## src/rtl/bxa_defines.svh

```systemverilog
`ifndef BXA_DEFINES_SVH
`define BXA_DEFINES_SVH

// configuration space offsets
`define BXA_LAT_OFF 8'h0D
`define BXA_STAT_OFF 8'h40

// latency timer start values per bus mode
`define BXA_LAT_REG 8'h40
`define BXA_LAT_CONV 8'h00

// clocks of address drive before frame on a configuration start
`define BXA_CFG_SETUP 3'h4
// consecutive idle granted clocks before driving a parked bus
`define BXA_PARK_IDLE 3'h4
// granted idle clocks seen before giving up the request
`define BXA_REQ_GIVEUP 3'h4
// clocks after reset release before the mode strap is taken
`define BXA_MODE_WAIT 2'h2

`endif

```

## src/rtl/bxa_pkg.sv

```systemverilog
package bxa_pkg;

  // initiator sequencer states
  typedef enum logic [2:0] {
    BXA_IDLE = 3'b000,
    BXA_SETUP = 3'b001,
    BXA_DATA = 3'b010,
    BXA_END = 3'b011
  } bxa_state_e;

  // registered and delayed bus inputs, all active low
  typedef struct packed {
    logic gnt_n;
    logic frame_n;
    logic irdy_n;
  } bxa_bus_s;

  // internal source arbiter state
  typedef struct packed {
    logic last;
  } bxa_arb_s;

  // full state of the initiator
  typedef struct packed {
    bxa_state_e st;
    bxa_bus_s q;
    bxa_bus_s d1;
    logic last;
    logic [2:0] setup_cnt;
    logic [2:0] gnt_cnt;
    logic [2:0] park_cnt;
    logic backoff;
    logic [7:0] lat_reg;
    logic [7:0] lat_cnt;
    logic skip;
    logic [1:0] msync;
    logic [1:0] mwait;
    logic mdone;
    logic pcix;
    logic req_n;
    logic frame_n;
    logic frame_oe;
    logic ad_oe;
    logic par_oe;
    logic start;
    logic [1:0] sel;
    logic disc;
    logic [7:0] rdata;
  } bxa_regs_s;

endpackage : bxa_pkg

```

## src/rtl/bxa_initiator.sv

```systemverilog
`timescale 1ns/1ns
`include "bxa_defines.svh"

// Functional notes
// config start drives address four clocks before frame; others together
// request may rise or fall any clock; no drop needed after stop
// granted on idle bus: start or drop request by sixth clock after
// may start at N with grant and idle bus seen at N-2
// may also start after frame high, irdy low at N-3
// start allowed though grant already removed at N-1
// own grant on last clock lets next transaction follow one idle clock
// no fast back-to-back; one idle clock between transactions always
// internal sources share one request/grant pair, fairly rotated
// arbiter asserts at most one grant at a time
// arbiter holds grant five idle clocks for configuration starts
// arbiter may lock out device ignoring grant through N+6
// arbiter waits one clock between removing and giving grants
// arbiter may park grant on a non-requesting initiator
// parked four idle clocks: drive address lines by sixth, parity next
// parked device releases bus lines two clocks after grant removal
// parked initiator runs one transaction without request; more need it
// parked initiator may start two clocks after any granted clock
// arbiter parks only on devices seen requesting
// arbiter keeps bus idle for hot-plug initialization pattern
// latency timer resets to 64 in registered mode, else zero
// expired timer without grant disconnects at next or following boundary
// timer reloads each start, counts down while frame asserted
// request and grant pass straight through flip-flops
// arbiter rotates priority so every requester is served
module bxa_initiator import bxa_pkg::*; (
  input wire logic clk_in, // bus clock
  input wire logic nrst_in, // async reset, active low
  input wire logic gnt_n_in, // grant pin
  input wire logic frame_n_in, // frame pin as seen on the bus
  input wire logic irdy_n_in, // initiator ready pin
  input wire logic pcix_mode_in, // registered mode strap from init pattern
  input wire logic [1:0] src_req_in, // pending transaction per source
  input wire logic [1:0] src_cfg_in, // pending one is a configuration
  input wire logic src_done_in, // data engine finished the burst
  input wire logic adb_in, // disconnect boundary reached this clock
  input wire logic adb_near_in, // under four data phases to boundary
  input wire logic cfg_wr_in, // configuration write strobe
  input wire logic cfg_rd_in, // configuration read strobe
  input wire logic [7:0] cfg_addr_in, // configuration byte offset
  input wire logic [7:0] cfg_wdata_in, // configuration write data
  output logic req_n_out, // request pin
  output logic frame_n_out, // frame drive value
  output logic frame_oe_out, // frame output enable
  output logic ad_oe_out, // address/data and byte enable enable
  output logic par_oe_out, // parity output enable
  output logic start_out, // transaction start pulse
  output logic [1:0] src_sel_out, // source owning the bus
  output logic disconnect_out, // timer disconnect pulse
  output logic pcix_mode_out, // captured bus mode
  output logic [7:0] cfg_rdata_out // configuration read data
);

  bxa_regs_s r;
  bxa_regs_s next_r;
  logic [1:0] pick;
  logic take;
  logic idle_q;
  logic go;
  logic parked;
  logic solo;
  logic want;
  logic expired;
  logic tmr_disc;

  //////////////////////////////////////////////////////////////////////////
  // internal source arbitration

  bxa_src_arb u_arb (
    .clk_in(clk_in),
    .nrst_in(nrst_in),
    .req_in(src_req_in),
    .take_in(take),
    .pick_out(pick)
  );

  //////////////////////////////////////////////////////////////////////////
  // next state

  always_comb begin
    next_r = r;
    // bus inputs registered once, then one more delay stage
    next_r.q = '{gnt_n: gnt_n_in, frame_n: frame_n_in,
                 irdy_n: irdy_n_in};
    next_r.d1 = r.q;
    idle_q = r.q.frame_n && r.q.irdy_n;
    expired = (r.lat_cnt == 8'h00);
    // start window from the grant two clocks back
    go = !r.q.gnt_n && (idle_q || (r.d1.frame_n && !r.d1.irdy_n) ||
         r.last) && (r.st == BXA_IDLE);
    take = go && (src_req_in != 2'h0);
    parked = !r.q.gnt_n && idle_q && r.req_n;
    solo = (src_req_in == 2'h1) || (src_req_in == 2'h2);
    tmr_disc = expired && r.q.gnt_n && adb_in && !r.skip;
    next_r.start = 1'b0;
    next_r.disc = 1'b0;
    next_r.last = (r.st == BXA_END);
    next_r.backoff = 1'b0;

    // mode strap synchronised then caught once after reset release
    next_r.msync = {r.msync[0], pcix_mode_in};
    if (!r.mdone) begin
      if (r.mwait == `BXA_MODE_WAIT) begin
        next_r.mdone = 1'b1;
        next_r.pcix = r.msync[1];
        next_r.lat_reg = r.msync[1] ? `BXA_LAT_REG : `BXA_LAT_CONV;
      end else begin
        next_r.mwait = r.mwait + 2'h1;
      end
    end

    // clocks granted on an idle bus while asking and not starting
    if (!r.q.gnt_n && idle_q && !r.req_n && r.st == BXA_IDLE && !take) begin
      next_r.gnt_cnt = r.gnt_cnt + 3'h1;
    end else begin
      next_r.gnt_cnt = 3'h0;
    end
    if (r.gnt_cnt == `BXA_REQ_GIVEUP) begin
      next_r.backoff = 1'b1;
      next_r.gnt_cnt = 3'h0;
    end

    // request: any pending work, except a lone transaction when parked
    want = (src_req_in != 2'h0) && !(parked && solo);
    next_r.req_n = !(want && !next_r.backoff && !r.backoff);

    // parked bus drive after four idle granted clocks
    if (!r.q.gnt_n && idle_q && r.st == BXA_IDLE) begin
      if (r.park_cnt != `BXA_PARK_IDLE) begin
        next_r.park_cnt = r.park_cnt + 3'h1;
      end
    end else begin
      next_r.park_cnt = 3'h0;
    end
    if (r.st == BXA_IDLE) begin
      // drops two clocks after grant pin goes high
      next_r.ad_oe = (r.park_cnt == `BXA_PARK_IDLE) && !r.q.gnt_n;
    end
    next_r.par_oe = r.ad_oe;

    // transaction sequencer
    case (r.st)
      BXA_IDLE: begin
        next_r.frame_oe = 1'b0;
        next_r.frame_n = 1'b1;
        if (take) begin
          next_r.start = 1'b1;
          next_r.sel = pick;
          next_r.ad_oe = 1'b1;
          next_r.lat_cnt = r.lat_reg;
          next_r.skip = 1'b0;
          next_r.frame_oe = 1'b1;
          if ((src_cfg_in & pick) != 2'h0) begin
            next_r.st = BXA_SETUP;
            next_r.setup_cnt = 3'h1;
          end else begin
            next_r.st = BXA_DATA;
            next_r.frame_n = 1'b0;
          end
        end
      end
      BXA_SETUP: begin
        if (r.setup_cnt == `BXA_CFG_SETUP) begin
          next_r.st = BXA_DATA;
          next_r.frame_n = 1'b0;
          next_r.lat_cnt = r.lat_reg;
        end else begin
          next_r.setup_cnt = r.setup_cnt + 3'h1;
        end
      end
      BXA_DATA: begin
        if (!expired) begin
          next_r.lat_cnt = r.lat_cnt - 8'h01;
          if (r.lat_cnt == 8'h01 && adb_near_in) begin
            next_r.skip = 1'b1;
          end
        end else if (adb_in && r.skip) begin
          next_r.skip = 1'b0;
        end
        if (src_done_in || tmr_disc) begin
          next_r.st = BXA_END;
          next_r.frame_n = 1'b1;
          next_r.disc = tmr_disc && !src_done_in;
        end
      end
      BXA_END: begin
        next_r.st = BXA_IDLE;
        next_r.frame_oe = 1'b0;
        next_r.ad_oe = 1'b0;
      end
      default: begin
        next_r.st = BXA_IDLE;
      end
    endcase

    // configuration space access
    if (cfg_wr_in && cfg_addr_in == `BXA_LAT_OFF) begin
      next_r.lat_reg = cfg_wdata_in;
    end
    if (cfg_rd_in) begin
      case (cfg_addr_in)
        `BXA_LAT_OFF: next_r.rdata = r.lat_reg;
        `BXA_STAT_OFF: next_r.rdata = {2'h0, r.skip, parked, r.pcix,
                                       r.st};
        default: next_r.rdata = 8'h00;
      endcase
    end
  end

  //////////////////////////////////////////////////////////////////////////
  // state register

  always_ff @(posedge clk_in or negedge nrst_in) begin
    if (!nrst_in) begin
      r <= '0;
      r.q <= '{gnt_n: 1'b1, frame_n: 1'b1, irdy_n: 1'b1};
      r.d1 <= '{gnt_n: 1'b1, frame_n: 1'b1, irdy_n: 1'b1};
      r.req_n <= 1'b1;
      r.frame_n <= 1'b1;
      r.lat_cnt <= 8'h00;
    end else begin
      r <= next_r;
    end
  end

  //////////////////////////////////////////////////////////////////////////
  // outputs straight from flip-flops

  assign req_n_out = r.req_n;
  assign frame_n_out = r.frame_n;
  assign frame_oe_out = r.frame_oe;
  assign ad_oe_out = r.ad_oe;
  assign par_oe_out = r.par_oe;
  assign start_out = r.start;
  assign src_sel_out = r.sel;
  assign disconnect_out = r.disc;
  assign pcix_mode_out = r.pcix;
  assign cfg_rdata_out = r.rdata;

endmodule : bxa_initiator

```

## src/rtl/bxa_src_arb.sv

```systemverilog
`timescale 1ns/1ns
// rotating priority between the two internal initiator sources
module bxa_src_arb import bxa_pkg::*; (
  input wire logic clk_in, // bus clock
  input wire logic nrst_in, // async reset, active low
  input wire logic [1:0] req_in, // source requests
  input wire logic take_in, // pick consumed this clock
  output logic [1:0] pick_out // one-hot chosen source
);

  bxa_arb_s r;
  bxa_arb_s next_r;

  // choose the source not served last when both wait
  always_comb begin
    next_r = r;
    pick_out = 2'h0;
    if (req_in == 2'h3) begin
      pick_out = r.last ? 2'h1 : 2'h2;
    end else begin
      pick_out = req_in;
    end
    if (take_in) begin
      next_r.last = pick_out[1];
    end
  end

  // state register
  always_ff @(posedge clk_in or negedge nrst_in) begin
    if (!nrst_in) begin
      r <= '0;
    end else begin
      r <= next_r;
    end
  end

endmodule : bxa_src_arb

```

## config.mk

```make
export PLATFORM = sky130hd
export DESIGN_NAME = bxa_initiator
export DESIGN_NICKNAME = d
export VERILOG_FILES = /design/src/rtl/bxa_pkg.sv /design/src/rtl/bxa_initiator.sv /design/src/rtl/bxa_src_arb.sv
export VERILOG_INCLUDE_DIRS = /design/src /design/src/rtl
export SDC_FILE = /design/constraint.sdc
export NUM_CORES = 1
export LEC_CHECK = 0
export ABC_AREA = 1
export CAP_MARGIN = 20
export CORE_UTILIZATION = 51
export DETAILED_ROUTE_END_ITERATION = 10
export DONT_BUFFER_PORTS = 1
export PLACE_DENSITY = 0.73
export SLEW_MARGIN = 10
export SYNTH_ARGS = -nofsm -noshare
export SYNTH_HDL_FRONTEND = slang
export SYNTH_SLANG_ARGS = --single-unit
```

## constraint.sdc

```tcl
create_clock -name clk_in -period 4.3 [get_ports clk_in]
set_clock_uncertainty 0.2 [all_clocks]
set_input_delay 0.215 -clock clk_in [delete_from_list [all_inputs] [get_ports clk_in]]
set_output_delay 0.215 -clock clk_in [all_outputs]
set_load 0.005 [all_outputs]
```

[Word-level counts from Yosys, hierarchy flattened]
Index checks and enable logic that the tools add are counted.
Word-level totals
  output and inout port bits: 18
  flip-flop bits (word level): 60
  word-level logic and storage cells: 157
  bits of input ports: 31
Operators by class
  equal/unequal tests: 24
  bitwise gates (word level): 3
  multiplexer cells: 42
  add/sub/neg operators: 5
  reductions and logical operators: 55
Operators by type and width (count)
  two-way mux 8 bit: 5
  two-way mux 3 bit: 13
  case mux 8 bit (3 select lines): 1
  logical AND 1 bit: 23
  case mux 8 bit (2 select lines): 1
  AND reduction 4 bit: 3
  nonzero test 2 bit: 6
  logical NOT 1 bit: 10
  two-way mux 1 bit: 10
  two-way mux 2 bit: 5
  != test 2 bit, second input constant: 5
  adder 3 x 1 -> 3 bit, second input constant: 3
  equality test 3 bit, second input constant: 3
  two-way mux 9 bit: 1
  != test 3 bit, second input constant: 3
  case mux 3 bit (3 select lines): 1
  equality test 8 x 1 -> 1 bit, second input constant: 1
  equality test 8 x 4 -> 1 bit, second input constant: 1
  equality test 8 x 7 -> 1 bit, second input constant: 1
  logical NOT 8 bit: 1
  AND reduction 2 bit: 4
  subtractor 8 x 1 -> 8 bit, second input constant: 1
  two-way mux 7 bit: 1
  equality test 2 bit, second input constant: 3
  15 further kinds: 23

[Longest topological paths before layout]
Gate-level depths: netlist of the first run.
  word-level depth: 11
  gate-level depth with buffers: 11
  mapped depth without buffers: 10

[Hierarchy]
Synthesis of the first run repeated with hierarchy kept, for this count alone.
Unflattened totals
  cells, all modules: 375
  area, all modules: 3034.2 um^2
By module, submodules not included
  bxa_initiator: instances 1, cells an instance 366, area an instance 2971.6 um^2, seq. area each 1460.2 um^2
  bxa_src_arb: instances 1, cells an instance 9, area an instance 62.6 um^2, seq. area each 25.0 um^2

[Worst setup path after synthesis of the first run]
OpenSTA, ideal clock, no wires.
  path kind: flip-flop to flip-flop
  start: register r[58] in the netlist's numbering
  end: register r[27] in the netlist's numbering
  cell stages (with the launch flop): 12
  period minus slack after synthesis: 1.848 ns
  buffers on the path: 1
  setup slack: 2.452 ns
  library setup time: 0.074 ns
  data required time: 4.026 ns
  data arrival time: 1.574 ns
  cell sequence: dfrtp_1 -> inv_1 -> ha_1 -> nand2_1 -> nor2_2 -> nand2_2 -> nand2_2 -> nand3_2 -> clkinv_2 -> buf_6 -> nand2_1 -> o21ai_2
On the way
  longest elaborated chain between the ends: 5
  elaborated cells on any way between the ends: 11
  classes of those cells: eq/ne: 5; mux: 1; reduce/logical: 5
RTL lines
  start, declared: line bxa_initiator.sv:58  | bxa_regs_s r;
  start signal, assigned: line bxa_initiator.sv:226  | r <= next_r;
  logical NOT 3 bit: line bxa_initiator.sv:94, bxa_initiator.sv:146
  logical AND 1 bit: line bxa_initiator.sv:94  | r.last) && (r.st == BXA_IDLE);
  logical AND 1 bit: line bxa_initiator.sv:95  | take = go && (src_req_in != 2'h0);
  != test 2 bit (no line)
  AND reduction 4 bit (no line)
Parallel ways exist; a longest one is shown, timed or not.
A chain may end at the register's enable or synchronous reset.

[Worst setup path in the final report of the first run]
  start: input port cfg_addr_in[1]
  end: register r[38] in the netlist's numbering
On the way
  longest elaborated chain between the ends: 4
  elaborated cells on any way between the ends: 6
  classes of those cells: eq/ne: 2; mux: 1; reduce/logical: 3
RTL lines
  start, declared: line bxa_initiator.sv:44  | input wire logic [7:0] cfg_addr_in,
  equality test 8 x 4 -> 1 bit *
  logical AND 1 bit (no line) *
  != test 2 x 1 -> 1 bit (no line) or nonzero test 2 bit (tied branches)
  AND reduction 2 bit (no line)
Mark *: on every way between the ends. The rest lies on a longest branch, timed or not.

==> qor.csv, run 1 <==
metric;value;unit
status;finished clean;
clk_pin_slew;80;ps
yosys.area_share.xor_xnor;0.0115;
cts_htree_levels;3;
cp.buffers_inverters;3;
dieWidth;79.4;µm
hold_class;input port to register;
yosys_warnings;0;
stdcell_area;3590;µm²
synth_compound_area_frac;0.0692;
min_from;cfg_wr_in;
grtUsageTotal;0.237;
power_frac_comb;0.339;
critPathTopFamily;buffers and inverters;
end_kind;register;
r2r_start;r[57]$_DFFE_PN0P_;
tightest_slew;756;ps
synth-seq-cells;59;
wl_per_cell;13.6;µm
final_cell_mix;125 x nand2_1, 52 x dfrtp_1, 50 x inv_1, 32 x dlygate4sd3_1, 31 x nand3_1;
numCtsBuffers;9;
synth_top_cell_by_area;dfrtp_1;
cp_slowest_cell;dlygate4sd3_1;
coreArea;5640;µm²
grt_pass1_wl;11200;µm
internal-power;1160;µW
r2r_end;disconnect_out$_DFF_PN0_;
swShare;0.381;
crit_top_cell;nand2_1;
p_seq_frac;0.396;
cts_tree;yes;
cp.arrival;2800;ps
synth_adder_area_share;0.0696;
fillers;449;
vias;2483;
tns;0;ps
hold_buffers;33;
io_buffers;0;
final_nets;458;
dieArea;6300;µm²
p_sw;712;µW
min_to;r[35]$_DFFE_PN0P_;
power.density;520;nW/µm²
io-pin-count;49;
gr-total-overflow;0;
rsz0062_at_grt;no;
area_growth;17.6;%
synth_simple_gate_area_share;0.267;
yosysTopAreaCellShare;0.426;
cts-resized-gates;0;
holdWs;14.6;ps
netlist_area;3050;µm²
ir_drop;260;µV
cp_slowest_stage_delay;550;ps
cts.sinks;59;
initial_core_util;0.541;
drt_first_pass_iters;4;
maxSlewHeadroom;0.491;
min_period;2770;ps
max_freq;361;MHz
layout_commonest_cell;nand2_1;
drt_iter0_drc;211;
drive_gt1_frac;0.0771;
clk_path_buf_depth;2;
synth_top_family_by_area;simple AND/OR/NAND/NOR gates;
first_global_vias;2413;
synth.distinct_cells;29;
hold_depth;4;
rr_worst_depth;7;
cts_setup_buffers;0;
ys_seq_area_frac;0.486;
clockRootBuffer;clkbuf_8;
drt-total-wl;6630;µm
crit_type;input port to register;
core.rowCount;27;
die_y;79.4;µm
synthMuxAreaShare;0;
drc_errors;0;
drtAntennaViolNets;0;
crit_chain;dlygate4sd3_1, nor3_1, nand2_1, nor2_1, nand2_1, nand2_1, dlygate4sd3_1, nand2_1, dlygate4sd3_1;
clkPwrFrac;0.265;
gp_congestion;0.840;
hpwl;4410;µm
synth_fp_nets;427;
n_antenna_cell;0;
synthTopCellsByArea;dfrtp_1 43%, nand2_1 15%, ha_1 7.0%;
synthCells;379;
final_max_slew_viol_count;0;
antenna_found_initial;0;
grt_max_degree;60;
r2r_slack;1890;ps
vias_per_cell;5.10;
drv_cap;0;
post_dp_cell_area;3050;µm²
syn_area_per_cell;8.06;µm²
min_period_over_period;0.644;
power;1870;µW
setup.worst_path.start_class;input port;
hold_viol_final;0;
setup_viol;0;
cp_max_fo;8;
clock_latency;340;ps
crit_required;4330;ps
leakagePower;0.00186;µW
==> tightest hold or removal path: cells and delay by family <==
family	cells	cell delay, ps
compound gates	1	70
buf+inv	1	30
simple gates	2	200
==> flip-flops by register name, indices dropped and copies added (netlist names) <==
name            cells
req_n_out           1
r                  36
frame_oe_out        1
pcix_mode_out       1
u_arb.r             1
frame_n_out         1
cfg_rdata_out       8
next_r              4
disconnect_out      1
src_sel_out         2
start_out           1
ad_oe_out           1
par_oe_out          1
==> layer usage <==
layer | routed length [µm] | up-vias | GRT usage
met2 | 3150 | 59 | 0.372
li1 | - | 1247 | -
met3 | 295 | 16 | 0.0583
met5 | 0 | - | 0
met1 | 3020 | 1161 | 0.303
met4 | 167 | 0 | 0.122
==> through the flow <==
| stage | setup WS (ps) | util | std cells |
|---|---|---|---|
| final | 1530 | 0.637 | 487 |
| after global placement | 2170 | 0.541 | 438 |
| after detailed placement | 2150 | 0.541 | 438 |
| after global routing | 1430 | 0.637 | 487 |
| after floorplan | 2450 | - | 379 |
| after CTS | 1580 | 0.637 | 487 |
==> synthesized netlist by cell type <==
cell      instances
nand3_1          31
nand4_1           3
nor3_1            4
o31ai_1           2
nor4_1            1
clkinv_1          2
nor2_2            2
dfstp_2           7
clkbuf_1          2
o21bai_1          2
nand2_2           2
a22oi_1           1
ha_1             17
nand2_1         125
buf_4            10
inv_1            50
nor2_1           23
xor2_1            2
o21ai_0          18
o21ai_2           2
a21oi_1           6
buf_6             1
clkinv_2          1
xnor2_1           2
nand3_2           2
a31oi_1           1
dfrtp_1          52
nor3b_1           2
o21ai_1           6
==> final cells by class <==
class                           count  area, µm²  share of cell area
Clock inverter                      5       52.6              0.0146
Timing Repair Buffer               33        348              0.0968
Multi-Input combinational cell    254       1270               0.355
Sequential cell                    59       1490               0.413
Tap cell                           72       90.1              0.0251
Inverter                           53        200              0.0557
Clock buffer                       11        141              0.0394
==> worst max path at each step <==
stage	startpoint	to	depth (start not counted)
2_1_floorplan	r[58]$_DFFE_PN0P_	r[27]$_DFFE_PN0P_	11
3_3_place_gp	r[57]$_DFFE_PN0P_	r[58]$_DFFE_PN0P_	9
3_5_place_dp	r[57]$_DFFE_PN0P_	r[58]$_DFFE_PN0P_	9
4_1_cts	cfg_addr_in[1]	r[38]$_DFFE_PN0P_	9
5_1_grt	cfg_addr_in[1]	r[38]$_DFFE_PN0P_	9
6_report	cfg_addr_in[1]	r[38]$_DFFE_PN0P_	9
==> logic make-up (layout without fill, tap and decap cells) <==
family / Yosys count / count (layout)
adders and majority gates: 17 / 17
AOI/OAI and AO/OA: 38 / 38
DFF: 59 / 59
and+or+nand+nor: 195 / 195
xor gates and xnor gates: 4 / 4
buffers and inverters: 66 / 102
==> power by group through the flow <==
stage                     logic, µW  clock network [µW]  registers [µW]
after floorplan                 521                   0             724
after global placement          578                   0             745
after detailed placement        592                   0             749
after CTS                       633                 505             739
after global routing            738                 539             753
final                           634                 496             739
Note: power is estimated with default switching activity, not from simulation.
==> run 2: changes to the inputs <==
==> constraint.sdc (replaced) <==
create_clock -name clk_in -period 2.7 [get_ports clk_in]
set_clock_uncertainty 0.2 [all_clocks]
set_input_delay 0.135 -clock clk_in [delete_from_list [all_inputs] [get_ports clk_in]]
set_output_delay 0.135 -clock clk_in [all_outputs]
set_load 0.005 [all_outputs]
==> run 2 against run 1 <==
- clock power increased by 60%
- non-clock buffer count increased by 13
- worst hold slack better by 14 ps
- setup slack got worse by 1500 ps
- sequential share of layout area decreased by 1.6 points
- combinational power grew 66%
- utilization up 2.5 points
- routed wire length rose by 8.7%
- via count grew 5.3%
- largest power group unchanged
- final cell count is 2.7% higher
==> qor.csv, run 2 (synthesis results as in run 1) <==
metric;value;unit
gr-total-overflow;0;
drv_cap;0;
grt_max_degree;60;
final_cell_mix;125 x nand2_1, 52 x dfrtp_1, 50 x inv_1, 45 x dlygate4sd3_1, 31 x nand3_1;
stdcell_area;3730;µm²
crit_end;r[35]$_DFFE_PN0P_;
coreArea;5640;µm²
core.rowCount;27;
cts_htree_levels;3;
dp_cells;438;
cts_tree;yes;
r2r_slack;170;ps
ir_drop;432;µV
numCtsBuffers;9;
min_period;2650;ps
status;finished clean;
hold_viol_final;0;
final_max_slew_viol_count;0;
final_nets;471;
layout_commonest_cell;nand2_1;
rr_worst_depth;10;
tightest_slew;588;ps
dieArea;6300;µm²
drt_first_pass_iters;8;
wl_per_cell;14.4;µm
power.density;810;nW/µm²
drive_gt1_frac;0.0794;
leakagePower;0.00190;µW
hpwl;4470;µm
n_antenna_cell;0;
crit_type;input port to register;
cts_setup_buffers;0;
max_freq;378;MHz
post_dp_cell_area;3050;µm²
drc_errors;0;
crit_required;2770;ps
io-pin-count;49;
vias_per_cell;5.23;
min_period_over_period;0.980;
ff_latch_area;1490;µm²
grtUsageTotal;0.256;
end_kind;register;
cp.arrival;2710;ps
fin_util;0.662;
crit_start;cfg_addr_in[7];
cp_max_fo;8;
clockRootBuffer;clkbuf_8;
r2r_end;frame_n_out$_DFFE_PN1P_;
initial_core_util;0.541;
dieWidth;79.4;µm
multi_input_area;1280;µm²
clock_latency;340;ps
hold_class;input port to register;
grt_pass1_wl;12200;µm
first_global_vias;2541;
gp_congestion;0.837;
clk_pin_slew;60;ps
finalNonFillerCells;500;
drtAntennaViolNets;0;
area_growth;22.2;%
clk_path_buf_depth;2;
io_buffers;0;
r2r_start;r[58]$_DFFE_PN0P_;
fillers;436;
rsz0062_at_grt;yes;
setup_viol;0;
maxSlewHeadroom;0.607;
largest-register;r;
antenna_found_initial;0;
drt-total-wl;7210;µm
setup.worst_path.start_class;input port;
cts.sinks;59;
largest_reg_flops;36;
vias;2614;
drt_iter0_drc;241;
die_y;79.4;µm
==> run 2: cell types whose count changed in the layout (fill, tap and decap cells not counted), sizes merged <==
cell         previous run  this run
dlygate4sd3            32        45
==> run 2: repair_timing <==
item	in CTS	in global routing
endpoints found under the setup margin	0	6
resized for setup	0	3
hold endpoints to repair	86	0
hold buffers	46	0
==> run 2: power breakdown <==
part           internal [µW]  switching [µW]  total (µW)
Combinational            367             683        1050
Clock                    446             346         793
Sequential              1050             136        1180
==> run 2: how the worst min path moves through the flow <==
stage                         startpoint                            to  slack [ps]  cells after the start
after floorplan                  nrst_in           ad_oe_out$_DFF_PN0_        -360                      0
after global placement           nrst_in               r[44]$_DFF_PN0_        -360                      0
after detailed placement         nrst_in               r[45]$_DFF_PN0_        -360                      0
after CTS                    adb_near_in             r[23]$_DFFE_PN0P_          10                      7
after global routing      cfg_addr_in[6]  cfg_rdata_out[5]$_DFFE_PN0P_          70                      5
final                      src_req_in[1]    src_sel_out[1]$_DFFE_PN0P_          30                      4
==> run 2: final cells by class <==
type / instances / area share
clock buffer: 11 / 0.0379
clock inverter: 5 / 0.0141
inverter: 53 / 0.0536
multi-input combinational: 254 / 0.344
sequential: 59 / 0.398
tap: 72 / 0.0241
timing repair buffer: 46 / 0.128
==> run 2: per-layer routing <==
layer	share of wire	global-route usage
met1	0.43	0.334
met2	0.48	0.406
met3	0.062	0.0766
met4	0.024	0.0891
met5	0	0
==> run 2: worst max-delay path, stage by stage <==
cell and delay, ps:
dlygate4sd3_1 560, nor3_1 210, nand2_1 170, nor2_4 210, nand2_1 130, dlygate4sd3_1 600
o21ai_0 100, dlygate4sd3_1 590
==> run 2: per-stage QoR <==
| stage | worst slack, ps | hold WS, ps | power [µW] | TNS, ps |
|---|---|---|---|---|
| 6_report | 53.7 | 28.8 | 3020 | 0 |
| 5_1_grt | -27.2 | 72.9 | 3270 | -27.2 |
| 4_1_cts | 49.1 | 13.9 | 3020 | 0 |
| 3_5_place_dp | 561 | -359 | 2140 | 0 |
| 3_3_place_gp | 571 | -359 | 2110 | 0 |
| 2_1_floorplan | 852 | -361 | 1980 | 0 |
==> run 3: changes to the inputs <==
--- a/config.mk
+++ b/config.mk
@@ -12,6 +12,7 @@
 export DETAILED_ROUTE_END_ITERATION = 10
 export DONT_BUFFER_PORTS = 1
 export PLACE_DENSITY = 0.73
+export RECOVER_POWER = 100
 export SLEW_MARGIN = 10
 export SYNTH_ARGS = -nofsm -noshare
 export SYNTH_HDL_FRONTEND = slang
==> run 3 against run 2 <==
- via count is 1.5% lower
- design area is 1.1% lower
- critical path depth stayed put
- largest power group unchanged
- sequential share of layout area is 0.45 points higher
- register-to-register slack worse by 20 ps
- flip-flop and latch count stayed put
- die area stayed put
- final cell count stayed put
==> qor.csv, run 3 (synthesis results as in run 1) <==
metric;value;unit
hpwl;4470;µm
min_period;2640;ps
cts.sinks;59;
drtAntennaViolNets;0;
vias_per_cell;5.15;
power.density;805;nW/µm²
cp_slowest_stage_delay;600;ps
r2r_start;r[58]$_DFFE_PN0P_;
setup_viol;0;
cp_max_fo;8;
largest-register;r;
setup.worst_path.start_class;input port;
ir_drop;408;µV
min_period_over_period;0.978;
crit_top_cell;dlygate4sd3_1;
drc_errors;0;
dieArea;6300;µm²
largest_reg_flops;36;
drive_gt1_frac;0.0607;
gp_congestion;0.837;
clk_pin_slew;60;ps
max_freq;379;MHz
grtUsageTotal;0.256;
grt_pass1_wl;12200;µm
rsz0062_at_grt;yes;
maxSlewHeadroom;0.0615;
tns;0;ps
grt_max_degree;60;
crit_chain;dlygate4sd3_1, nor3_1, nand2_1, nor2_4, nand2_1, dlygate4sd3_1, o21ai_0, dlygate4sd3_1;
clock_latency;340;ps
gr-total-overflow;0;
crit_end;r[35]$_DFFE_PN0P_;
cts_tree;yes;
path_depth;8;
vias;2576;
end_kind;register;
hold_depth;4;
final_cell_mix;127 x nand2_1, 52 x dfrtp_1, 51 x inv_1, 45 x dlygate4sd3_1, 32 x nand3_1;
r2r_slack;150;ps
io_buffers;0;
first_global_vias;2541;
drv_cap;0;
numCtsBuffers;9;
n_antenna_cell;0;
cts_htree_levels;3;
drt_iter0_drc;248;
hold_class;input port to register;
io-pin-count;49;
rr_worst_depth;10;
initial_core_util;0.541;
final_nets;471;
coreArea;5640;µm²
area_growth;20.9;%
tightest_slew;1410;ps
crit_required;2770;ps
crit_type;input port to register;
die_y;79.4;µm
r2r_end;frame_n_out$_DFFE_PN1P_;
crit_start;cfg_addr_in[7];
status;finished clean;
cp.arrival;2710;ps
drt_first_pass_iters;4;
leakagePower;0.00189;µW
cp_slowest_cell;dlygate4sd3_1;
holdWs;26.8;ps
cp.buffers_inverters;3;
clk_path_buf_depth;2;
layout_commonest_cell;nand2_1;
drt-total-wl;7170;µm
wl_per_cell;14.3;µm
core.rowCount;27;
hold_viol_final;0;
dieWidth;79.4;µm
final_max_slew_viol_count;0;
clockRootBuffer;clkbuf_8;
critPathTopFamily;buffers and inverters;
antenna_found_initial;0;
==> run 3: repair_timing <==
action	CTS	global route
endpoints found under the setup margin	0	6
resized for setup	0	3
hold buffers	46	0
buffers inserted	0	0
endpoints found under the hold margin	86	0
==> run 3: routing by layer <==
| layer | global-route usage | share of wire | vias up |
|---|---|---|---|
| met5 | 0 | 0 | - |
| met3 | 0.0766 | 0.054 | 21 |
| met1 | 0.334 | 0.44 | 1208 |
| met4 | 0.0891 | 0.026 | 0 |
| met2 | 0.406 | 0.48 | 81 |
| li1 | - | - | 1266 |
==> run 3: how the worst min path moves through the flow <==
stage / from / end / slack (ps)
floorplan: nrst_in / ad_oe_out$_DFF_PN0_ / -360
global placement: nrst_in / r[44]$_DFF_PN0_ / -360
detailed placement: nrst_in / r[45]$_DFF_PN0_ / -360
CTS: adb_near_in / r[23]$_DFFE_PN0P_ / 10
global route: cfg_addr_in[6] / cfg_rdata_out[5]$_DFFE_PN0P_ / 70
finish: src_req_in[1] / src_sel_out[1]$_DFFE_PN0P_ / 30
==> run 3: tightest hold or removal path, cell delays in order <==
cell and delay, ps:
ha_1 170, nand2_1 80, nand3_1 90, nand2_1 50
==> run 3: power breakdown <==
group | switching [µW] | leakage, µW | internal (µW)
registers | 136 | 0.000759 | 1040
logic | 653 | 0.00103 | 347
clock network | 346 | 0.0000991 | 446
total | 1140 | 0.00189 | 1840
==> run 3: layout make-up <==
cell class                      instances  area (µm²)
Sequential cell                        59        1490
Clock buffer                           11         141
Inverter                               53         199
Timing Repair Buffer                   46         455
Tap cell                               72        90.1
Clock inverter                          5        52.6
Multi-Input combinational cell        254        1270
Fill cell                             446        1950
==> run 3: through the flow <==
stage	utilization	cells	instance area, µm²	total power, µW	worst slack [ps]
floorplan	-	379	3050	1980	852
global placement	0.541	438	3050	2110	571
detailed placement	0.541	438	3050	2140	561
CTS	0.660	500	3720	3020	49.1
global route	0.654	500	3690	3220	-27.2
finish	0.654	500	3690	2970	58.3
